`src/inc/match_timer_pkg.sv`:
```
// constants shared by the dual byte match timer
package match_timer_pkg;

  // ****************************************
  // bus layout
  // ****************************************
  localparam int unsigned PADDR_W = 18;
  localparam int unsigned PDATA_W = 32;

  // register indexes; byte address is four times the index
  localparam logic [15:0] IDX_LOW_RELOAD  = 16'h7F18;
  localparam logic [15:0] IDX_HIGH_RELOAD = 16'h7F19;
  localparam logic [15:0] IDX_LOW_COUNT   = 16'h7F1A;
  localparam logic [15:0] IDX_HIGH_COUNT  = 16'h7F1B;
  localparam logic [15:0] IDX_RUN_CTRL    = 16'h7F1C;
  localparam logic [15:0] IDX_CAP_CTRL    = 16'h7F1D;
  localparam logic [15:0] IDX_CLK_CTRL    = 16'h7F1E;

  // ****************************************
  // field positions
  // ****************************************
  localparam int unsigned C0_HIGH_COUNT_ENABLE  = 7;
  localparam int unsigned C0_HIGH_MATCH_FLAG  = 6;
  localparam int unsigned C0_HIE   = 5;
  localparam int unsigned C0_SPLIT = 4;
  localparam int unsigned C0_RDSEL = 3;
  localparam int unsigned C0_RUN   = 2;
  localparam int unsigned C0_FLG   = 1;
  localparam int unsigned C0_IE    = 0;
  localparam int unsigned C1_SEL_HI = 4;
  localparam int unsigned C1_SEL_LO = 3;
  localparam int unsigned C1_HCFLG  = 2;
  localparam int unsigned C1_LCFLG  = 1;
  localparam int unsigned C1_CAPTURE_IRQ_ENABLE   = 0;
  localparam int unsigned C2_CK_HI  = 7;
  localparam int unsigned C2_CK_LO  = 6;
  localparam int unsigned C2_EVENT_SOURCE_SELECT  = 5;
  localparam int unsigned C2_PR_HI  = 3;

  // ****************************************
  // reset values and codes
  // ****************************************
  localparam logic [7:0] BYTE_RESET = 8'h00;
  localparam logic [3:0] PRE_RESET  = 4'h0;
  localparam logic [1:0] CK_SYSTEM  = 2'h0;
  localparam logic [1:0] CK_EVENT   = 2'h1;
  localparam logic [1:0] CK_AUX_OSCILLATOR_ZERO    = 2'h2;
  localparam logic [1:0] CK_AUX_OSCILLATOR_ONE    = 2'h3;
  // shared interrupt vector served by the request output
  localparam logic [15:0] IRQ_VECTOR = 16'h801C;

endpackage

```
`src/rtl/match_timer.sv`:
```
// dual byte match timer with prescaler, capture and apb registers
//
// The APB register port was left to the implementer.
`timescale 1ns/1ps
`default_nettype none
// Notes on behaviour
// - low buffer tracks reload, loads at zero
// - high buffer tracks reload, loads at zero
// - match when buffer equals counter byte, both bytes in 16-bit
// - low counter read only, counts prescaler
// - high counts overflow or prescaler when split
// - read select picks counters or captures
// - high run bit stops high counter split
// - high match flag sticky, split mode
// - high enable and flag request interrupt
// - width select: one 16-bit or two 8-bit
// - run bit stops timer at zero
// - low match flag sticky on match
// - low enable and flag request interrupt
// - capture source maps low trigger pins
// - split high trigger uses other pins
// - high capture flag only in split
// - low capture flag on low update
// - capture enable and flag request interrupt
// - clock select picks prescaler count clock
// - event source picks pin two or three
// - prescaler period is divider plus one
// - prescaler and counters clear on match/stop
// - prescaler runs with run bit, or high run bit when split
// - split event mode with pin two source, low counts pin two
// - capture copies current counter bytes
module match_timer
  import match_timer_pkg::*;
(
  input  wire logic               clk,
  input  wire logic               srst,
  input  wire logic               psel,
  input  wire logic               penable,
  input  wire logic               pwrite,
  input  wire logic [PADDR_W-1:0] paddr,
  input  wire logic [PDATA_W-1:0] pwdata,
  input  wire logic [3:0]         pstrb,
  output logic      [PDATA_W-1:0] prdata,
  output logic                    pready,
  output logic                    pslverr,
  input  wire logic               event_pin_zero,
  input  wire logic               event_pin_one,
  input  wire logic               event_pin_two,
  input  wire logic               event_pin_three,
  input  wire logic               event_pin_four,
  input  wire logic               event_pin_five,
  input  wire logic               aux_oscillator_zero,
  input  wire logic               aux_oscillator_one,
  output logic                    irq_request,
  output logic                    low_match,
  output logic                    high_match
);

  // ****************************************
  // input synchronisers
  // ****************************************
  logic [7:0] pins_async;
  logic [7:0] sync1_reg;
  logic [7:0] sync2_reg;
  logic [7:0] sync3_reg;
  logic [7:0] ev;

  assign pins_async = {aux_oscillator_one, aux_oscillator_zero,
                       event_pin_five, event_pin_four,
                       event_pin_three, event_pin_two,
                       event_pin_one, event_pin_zero};

  genvar gi;
  generate
    for (gi = 0; gi < 8; gi++)
    begin : g_sync
      always_ff @(posedge clk)
      begin
        if (srst)
        begin
          sync1_reg[gi] <= 1'b0;
          sync2_reg[gi] <= 1'b0;
          sync3_reg[gi] <= 1'b0;
        end
        else
        begin
          sync1_reg[gi] <= pins_async[gi];
          sync2_reg[gi] <= sync1_reg[gi];
          sync3_reg[gi] <= sync2_reg[gi];
        end
      end
      assign ev[gi] = sync2_reg[gi] & ~sync3_reg[gi];
    end
  endgenerate

  // ****************************************
  // apb decode
  // ****************************************
  logic [7:0]  low_reload_reg;
  logic [7:0]  high_reload_reg;
  logic        high_count_enable_reg;
  logic        high_match_flag_reg;
  logic        hie_reg;
  logic        split_reg;
  logic        rdsel_reg;
  logic        run_reg;
  logic        flg_reg;
  logic        ie_reg;
  logic [1:0]  cap_sel_reg;
  logic        hcflg_reg;
  logic        lcflg_reg;
  logic        capture_irq_enable_reg;
  logic [1:0]  count_clock_select_reg;
  logic        event_source_select_reg;
  logic [3:0]  pr_reg;
  logic [7:0]  lcnt_reg;
  logic [7:0]  hcnt_reg;
  logic [7:0]  lbuf_reg;
  logic [7:0]  hbuf_reg;
  logic [7:0]  lcap_reg;
  logic [7:0]  hcap_reg;
  logic [3:0]  pre_reg;
  logic [7:0]  rd_byte;

  wire [15:0] word_idx = paddr[PADDR_W-1:2];
  wire        aligned  = (paddr[1:0] == 2'h0);
  wire hit_lrl = aligned & (word_idx == IDX_LOW_RELOAD);
  wire hit_hrl = aligned & (word_idx == IDX_HIGH_RELOAD);
  wire hit_lct = aligned & (word_idx == IDX_LOW_COUNT);
  wire hit_hct = aligned & (word_idx == IDX_HIGH_COUNT);
  wire hit_c0  = aligned & (word_idx == IDX_RUN_CTRL);
  wire hit_c1  = aligned & (word_idx == IDX_CAP_CTRL);
  wire hit_c2  = aligned & (word_idx == IDX_CLK_CTRL);
  wire mapped  = hit_lrl | hit_hrl | hit_lct | hit_hct
               | hit_c0 | hit_c1 | hit_c2;

  // one wait state: answer is prepared, then completes
  wire access  = psel & penable & ~pready;
  wire done    = psel & penable & pready;
  wire wr_lane = done & pwrite & pstrb[0] & mapped;
  wire w_lrl   = wr_lane & hit_lrl;
  wire w_hrl   = wr_lane & hit_hrl;
  wire w_c0    = wr_lane & hit_c0;
  wire w_c1    = wr_lane & hit_c1;
  wire w_c2    = wr_lane & hit_c2;
  wire [7:0] wb = pwdata[7:0];

  // ****************************************
  // mode and clock selection
  // ****************************************
  // width select
  wire split    = split_reg;
  wire low_run  = run_reg;
  // high run only in split mode
  wire high_run = split ? high_count_enable_reg : run_reg;
  wire pre_run  = run_reg | (split & high_count_enable_reg);
  wire low_direct = split & (count_clock_select_reg == CK_EVENT) & ~event_source_select_reg;

  wire pre_tick = (count_clock_select_reg == CK_EVENT) ? (event_source_select_reg ? ev[3] : (split | ev[2]))
                : (count_clock_select_reg == CK_AUX_OSCILLATOR_ZERO)  ? ev[6]
                : (count_clock_select_reg == CK_AUX_OSCILLATOR_ONE)  ? ev[7] : 1'b1;

  // ****************************************
  // prescaler and counters
  // ****************************************
  // period of divider plus one
  wire pre_match = pre_run & pre_tick & (pre_reg == pr_reg);

  // prescaler clears on stop or match
  wire [3:0] pre_next = (!pre_run || pre_match) ? PRE_RESET
                      : pre_tick ? pre_reg + 4'h1 : pre_reg;

  wire low_clk  = low_direct ? ev[2] : pre_match;
  wire low_eq   = (lcnt_reg == lbuf_reg);
  wire high_eq  = (hcnt_reg == hbuf_reg);
  wire full_eq  = low_eq & high_eq;
  wire low_hit  = low_run & low_clk & (split ? low_eq : full_eq);
  wire low_ovf  = low_run & low_clk & ~low_hit & (lcnt_reg == 8'hFF);
  wire high_clk = split ? pre_match : low_ovf;
  wire high_hit = split ? (high_count_enable_reg & pre_match & high_eq) : low_hit;

  wire [7:0] lcnt_next = (!low_run || low_hit) ? BYTE_RESET
                       : low_clk ? lcnt_reg + 8'h01 : lcnt_reg;
  // high byte clears on stop or match
  wire [7:0] hcnt_next = (!high_run || high_hit) ? BYTE_RESET
                       : high_clk ? hcnt_reg + 8'h01 : hcnt_reg;

  wire low_step  = low_run & low_clk;
  wire high_step = high_run & (high_clk | high_hit);

  wire [7:0] lbuf_next = !low_run ? low_reload_reg
                       : (low_step && lcnt_next == BYTE_RESET)
                       ? low_reload_reg : lbuf_reg;
  wire [7:0] hbuf_next = !high_run ? high_reload_reg
                       : (high_step && hcnt_next == BYTE_RESET)
                       ? high_reload_reg : hbuf_reg;

  // ****************************************
  // capture triggers
  // ****************************************
  // low trigger mapping
  wire low_trig   = cap_sel_reg[1] ? (cap_sel_reg[0] ? ev[5] : ev[4])
                                   : (cap_sel_reg[0] ? ev[2] : ev[0]);
  wire split_trig = cap_sel_reg[1] ? (cap_sel_reg[0] ? ev[4] : ev[5])
                                   : (cap_sel_reg[0] ? ev[3] : ev[1]);

  wire high_trig = split ? split_trig : low_trig;
  wire [7:0] lcap_next = low_trig  ? lcnt_reg : lcap_reg;
  wire [7:0] hcap_next = high_trig ? hcnt_reg : hcap_reg;

  // ****************************************
  // sticky flags
  // ****************************************
  // low match flag set
  wire flg_set   = low_hit;
  wire high_match_flag_set  = split & high_hit;
  wire lcflg_set = low_trig;
  // high capture flag only when split
  wire hcflg_set = split & split_trig;

  // a written zero clears, a one keeps
  wire flg_keep   = flg_reg   & (~w_c0 | wb[C0_FLG]);
  wire high_match_flag_keep  = high_match_flag_reg  & (~w_c0 | wb[C0_HIGH_MATCH_FLAG]);
  wire lcflg_keep = lcflg_reg & (~w_c1 | wb[C1_LCFLG]);
  wire hcflg_keep = hcflg_reg & (~w_c1 | wb[C1_HCFLG]);

  wire flg_next   = flg_set   | flg_keep;
  wire high_match_flag_next  = high_match_flag_set  | high_match_flag_keep;
  wire lcflg_next = lcflg_set | lcflg_keep;
  wire hcflg_next = hcflg_set | hcflg_keep;

  wire irq_low  = ie_reg & flg_reg;
  wire irq_high = split & hie_reg & high_match_flag_reg;
  wire irq_cap  = capture_irq_enable_reg & (lcflg_reg | hcflg_reg);
  wire irq_next = irq_low | irq_high | irq_cap;

  // ****************************************
  // read data
  // ****************************************
  // counter or capture view
  assign rd_byte = hit_lrl ? low_reload_reg
                 : hit_hrl ? high_reload_reg
                 : hit_lct ? (rdsel_reg ? lcap_reg : lcnt_reg)
                 : hit_hct ? (rdsel_reg ? hcap_reg : hcnt_reg)
                 : hit_c0  ? {high_count_enable_reg, high_match_flag_reg, hie_reg, split_reg,
                              rdsel_reg, run_reg, flg_reg, ie_reg}
                 : hit_c1  ? {3'h0, cap_sel_reg, hcflg_reg, lcflg_reg, capture_irq_enable_reg}
                 : hit_c2  ? {count_clock_select_reg, event_source_select_reg, 1'b0, pr_reg} : BYTE_RESET;

  // ****************************************
  // registers
  // ****************************************
  always_ff @(posedge clk)
  begin
    if (srst)
    begin
      pready  <= 1'b0;
      pslverr <= 1'b0;
      prdata  <= '0;
    end
    else
    begin
      pready  <= access;
      pslverr <= access & ~mapped;
      prdata  <= access ? {24'h000000, rd_byte} : '0;
    end
  end

  always_ff @(posedge clk)
  begin
    if (srst)
    begin
      low_reload_reg  <= BYTE_RESET;
      high_reload_reg <= BYTE_RESET;
    end
    else
    begin
      if (w_lrl)
        low_reload_reg <= wb;
      if (w_hrl)
        high_reload_reg <= wb;
    end
  end

  always_ff @(posedge clk)
  begin
    if (srst)
    begin
      high_count_enable_reg  <= 1'b0;
      hie_reg   <= 1'b0;
      split_reg <= 1'b0;
      rdsel_reg <= 1'b0;
      run_reg   <= 1'b0;
      ie_reg    <= 1'b0;
    end
    else if (w_c0)
    begin
      high_count_enable_reg  <= wb[C0_HIGH_COUNT_ENABLE];
      hie_reg   <= wb[C0_HIE];
      split_reg <= wb[C0_SPLIT];
      rdsel_reg <= wb[C0_RDSEL];
      run_reg   <= wb[C0_RUN];
      ie_reg    <= wb[C0_IE];
    end
  end

  always_ff @(posedge clk)
  begin
    if (srst)
    begin
      cap_sel_reg <= 2'h0;
      capture_irq_enable_reg    <= 1'b0;
      count_clock_select_reg    <= CK_SYSTEM;
      event_source_select_reg   <= 1'b0;
      pr_reg      <= PRE_RESET;
    end
    else
    begin
      if (w_c1)
      begin
        cap_sel_reg <= wb[C1_SEL_HI:C1_SEL_LO];
        capture_irq_enable_reg    <= wb[C1_CAPTURE_IRQ_ENABLE];
      end
      if (w_c2)
      begin
        count_clock_select_reg  <= wb[C2_CK_HI:C2_CK_LO];
        event_source_select_reg <= wb[C2_EVENT_SOURCE_SELECT];
        pr_reg    <= wb[C2_PR_HI:0];
      end
    end
  end

  always_ff @(posedge clk)
  begin
    if (srst)
    begin
      flg_reg   <= 1'b0;
      high_match_flag_reg  <= 1'b0;
      lcflg_reg <= 1'b0;
      hcflg_reg <= 1'b0;
      irq_request <= 1'b0;
    end
    else
    begin
      flg_reg   <= flg_next;
      high_match_flag_reg  <= high_match_flag_next;
      lcflg_reg <= lcflg_next;
      hcflg_reg <= hcflg_next;
      irq_request <= irq_next;
    end
  end

  always_ff @(posedge clk)
  begin
    if (srst)
    begin
      pre_reg    <= PRE_RESET;
      lcnt_reg   <= BYTE_RESET;
      hcnt_reg   <= BYTE_RESET;
      lbuf_reg   <= BYTE_RESET;
      hbuf_reg   <= BYTE_RESET;
      lcap_reg   <= BYTE_RESET;
      hcap_reg   <= BYTE_RESET;
      low_match  <= 1'b0;
      high_match <= 1'b0;
    end
    else
    begin
      pre_reg    <= pre_next;
      lcnt_reg   <= lcnt_next;
      hcnt_reg   <= hcnt_next;
      lbuf_reg   <= lbuf_next;
      hbuf_reg   <= hbuf_next;
      lcap_reg   <= lcap_next;
      hcap_reg   <= hcap_next;
      low_match  <= low_hit;
      high_match <= high_hit;
    end
  end

endmodule
`default_nettype wire

```
`config.mk`:
```
export PLATFORM = sky130hd
export DESIGN_NAME = match_timer
export DESIGN_NICKNAME = d
export VERILOG_FILES = /design/src/inc/match_timer_pkg.sv /design/src/rtl/match_timer.sv
export SDC_FILE = /design/constraint.sdc
export NUM_CORES = 1
export LEC_CHECK = 0
export BUFFER_PORTS_ARGS = -buffer_cell sky130_fd_sc_hd__buf_2
export CAP_MARGIN = 20
export CORE_ASPECT_RATIO = 0.9
export CORE_MARGIN = 1
export CORE_UTILIZATION = 35
export CTS_BUF_LIST = sky130_fd_sc_hd__clkbuf_8
export CTS_CLUSTER_SIZE = 8
export DETAILED_ROUTE_END_ITERATION = 6
export PLACE_DENSITY = 0.58
export SYNTH_ARGS = -nofsm -noshare
export SYNTH_HDL_FRONTEND = slang
export SYNTH_SLANG_ARGS = --single-unit
```
`constraint.sdc`:
```
create_clock -name clk -period 2.8 [get_ports clk]
set_clock_uncertainty 0.15 [all_clocks]
set_input_delay 0.56 -clock clk [delete_from_list [all_inputs] [get_ports clk]]
set_output_delay 0.56 -clock clk [all_outputs]
set_load 0.02 [all_outputs]
```
==> results.cfg <==
[worst_setup_path]
reg2reg_depth = 8
worstPathCellList = xor2_1 -> nor3_1 -> nand3_1 -> o31a_1 -> o21a_1 -> or4b_4 -> o211ai_4 -> mux2i_1
timing.rr.end = lbuf_reg[3]$_SDFFE_PP0P_
critical_path_arrival_ps = 2920
crit_path_start_kind = register
crit_slowest_cell = or4b_4
critPathRequiredTime_ps = 3010
worstSetupEndpointType = register
crit_type = register to register
crit_fanout = 8
reg2reg_slack_ps = 90
slowest_delay_ps = 530
r2r_start = pr_reg[2]$_SDFFE_PP0P_
crit_path_start = pr_reg[2]$_SDFFE_PP0P_

[synthesis]
yosys_warnings = 0
syn_area_per_cell_um2 = 9.035
synth_edf_count = 0
synth_area_um2 = 5972
async_reset_ff_frac = 0
ys_seq_elements = 125
synth-main-ff-cell = dfxtp_1
syn_inst = 661
ys_types = 63
synth-seq-area-share = 0.4190

[placed_design]
io_buffers = 52
routabilityCongestion = 0.9065
dpl.cell_count = 913
hpwl_um = 10960

[floorplan]
core_um2 = 16410
die_h_um = 125.9
dieArea_um2 = 17590
row_count = 44
start_util = 0.3640
ioPinCount = 104
die_x_um = 139.7

[clock_network]
hold_buffers = 0
clk_latency_ps = 450
clockBufferDepth = 2
cts_max_level = 4
clock_sinks = 125
cts_tree = built
numCtsBuffers = 17
path_clk_slew_ps = 80
cts_root_buf = clkbuf_8

[pwr]
power_w = 0.003558
cellPowerDensity_nw_per_um2 = 512.9
power_leakage_nw = 2.607
irDropWorstVdd_mv = 0.2263

[routing]
finalWirelength_um = 14540
vias_per_cell = 4.897
vias = 4637
route.detailed.drc = 0
firstDrtPassIters = 5
drtIter0Drc = 404
detail-route-antenna-nets = 0
wl_per_cell_um = 15.35

[final_layout]
fin_cells = 947
seq_area_um2 = 2505
nets = 797
area_growth_pct = 16.15
drive_gt1_frac = 0.1973
multi_input_area_um2 = 3090
antennaDiodeCount = 0
fill_cells = 1609

[global_route]
grt_overflow = 0
grt_pass1_wl_um = 23290
grt_pass1_vias = 4493
antenna_found_initial = 0
grtUsageTotal = 0.1725
grt_max_degree = 38

[timing]
final-max-slew-violation-count = 0
fin_crit_sh = 0.9675
setup_viol = 0
worst_slew_pin_slew_ps = 673.2
min_period_ps = 2709
fin_tns_setup_ps = 0
fmax_ghz = 0.3691
hold_viol = 0
relSlewSlack = 0.5512

[hold_path]
worstHoldEndpoint = sync1_reg[1]$_SDFF_PP0_
hold_depth = 2
min_from = event_pin_one
hold_class = input port to register

[run_status]
outcome = finished clean

[job]
cap_violations = 0
==> final cells by class <==
| class | instances | share of cell area |
|---|---|---|
| Multi-Input combinational cell | 466 | 0.4455 |
| Sequential cell | 125 | 0.3611 |
| Timing Repair Buffer | 91 | 0.08333 |
| Tap cell | 207 | 0.03734 |
| Clock buffer | 18 | 0.03571 |
| Clock inverter | 14 | 0.02291 |
| Inverter | 26 | 0.01407 |
==> how the worst max path moves through the flow <==
stage | to | slack, ps | cells past startpoint
floorplan | low_reload_reg[0]$_SDFFE_PP0P_ | 140 | 8
global placement | high_reload_reg[6]$_SDFFE_PP0P_ | 30 | 9
detailed placement | high_reload_reg[1]$_SDFFE_PP0P_ | 10 | 9
CTS | lbuf_reg[3]$_SDFFE_PP0P_ | 60 | 8
global route | lbuf_reg[3]$_SDFFE_PP0P_ | -10 | 8
finish | lbuf_reg[3]$_SDFFE_PP0P_ | 90 | 8
==> worst max-delay path: cells and delay by family, from the launching register on <==
kind / cells / cell delay, ps
and+or+nand+nor: 3 / 880
DFF: 1 / 360
AOI/OAI and AO/OA: 3 / 820
muxes: 1 / 250
xor gates and xnor gates: 1 / 170
==> Yosys cell counts, drive strengths merged, types with 6 or more instances <==
library cell,count,area share
xnor2,23,0.034
o32ai,8,0.012
nor2b,26,0.027
buf,46,0.049
inv,26,0.016
o21ai,25,0.022
nor2,90,0.059
dfxtp,125,0.42
clkbuf,21,0.013
nand4,10,0.010
nand3,18,0.016
a211oi,6,0.0075
a21oi,34,0.028
xor2,17,0.025
nand2,30,0.019
mux2i,66,0.11
nor3,8,0.0067
nand2b,21,0.022
==> cells by family after synthesis <==
group / Yosys count / synth area share
buffers and inverters: 93 / 0.07857
multiplexers: 71 / 0.1295
XOR/XNOR: 40 / 0.05866
AND/OR/NAND/NOR: 228 / 0.1934
other: 1 / 0.0006279
flip-flops: 125 / 0.4190
AO/OA/AOI/OAI: 100 / 0.1140
adder cells (fa/ha/maj): 3 / 0.006286
==> power by group <==
part / internal (W) / switching, W
sequential: 0.00179 / 0.00000489
combinational: 0.0000572 / 0.000112
clock: 0.000828 / 0.000763
total: 0.00268 / 0.000880
==> metrics by stage <==
| stage | util | setup slack, ps | instance area [um^2] | hold slack (ps) |
|---|---|---|---|---|
| after floorplan | - | 141.2 | 6058 | 263.8 |
| after global placement | 0.3967 | 30.16 | 6509 | 269.4 |
| after detailed placement | 0.3967 | 12.09 | 6509 | 272.7 |
| after CTS | 0.4216 | 56.47 | 6917 | 141.0 |
| after global routing | 0.4228 | -11.83 | 6937 | 144.6 |
| final | 0.4228 | 90.90 | 6937 | 167.7 |
==> metal layers <==
metal  global-route usage  vias up  share of wire
met4              0.05495        0          0.013
met3              0.04259       11          0.060
li1                     -     2341              -
met5                    0        -              0
met2               0.2709      123           0.45
met1               0.2320     2162           0.48
==> repair_timing <==
item | in CTS | in global routing
setup endpoints to repair | 2 | 8
pin swaps | 0 | 3
gates resized for setup | 1 | 2
setup buffers | 0 | 2
==> cells in the final DEF (no fill, tap or decap), types with 5 or more instances in the layout <==
cell type	instances
nor3_1	8
o32ai_1	8
nand2b_1	21
clkinvlp_4	5
nor2b_1	26
buf_2	52
inv_1	25
mux4_2	5
nand3_1	17
conb_1	24
inv_6	5
clkbuf_8	18
dfxtp_1	123
nand2_1	30
xor2_1	17
a21oi_1	33
o21ai_1	5
a211oi_1	6
nand4_1	10
nor2_1	87
o21ai_0	18
xnor2_1	23
mux2i_1	66
buf_4	37
and3_1	5
(Power assumes the default switching activity.)
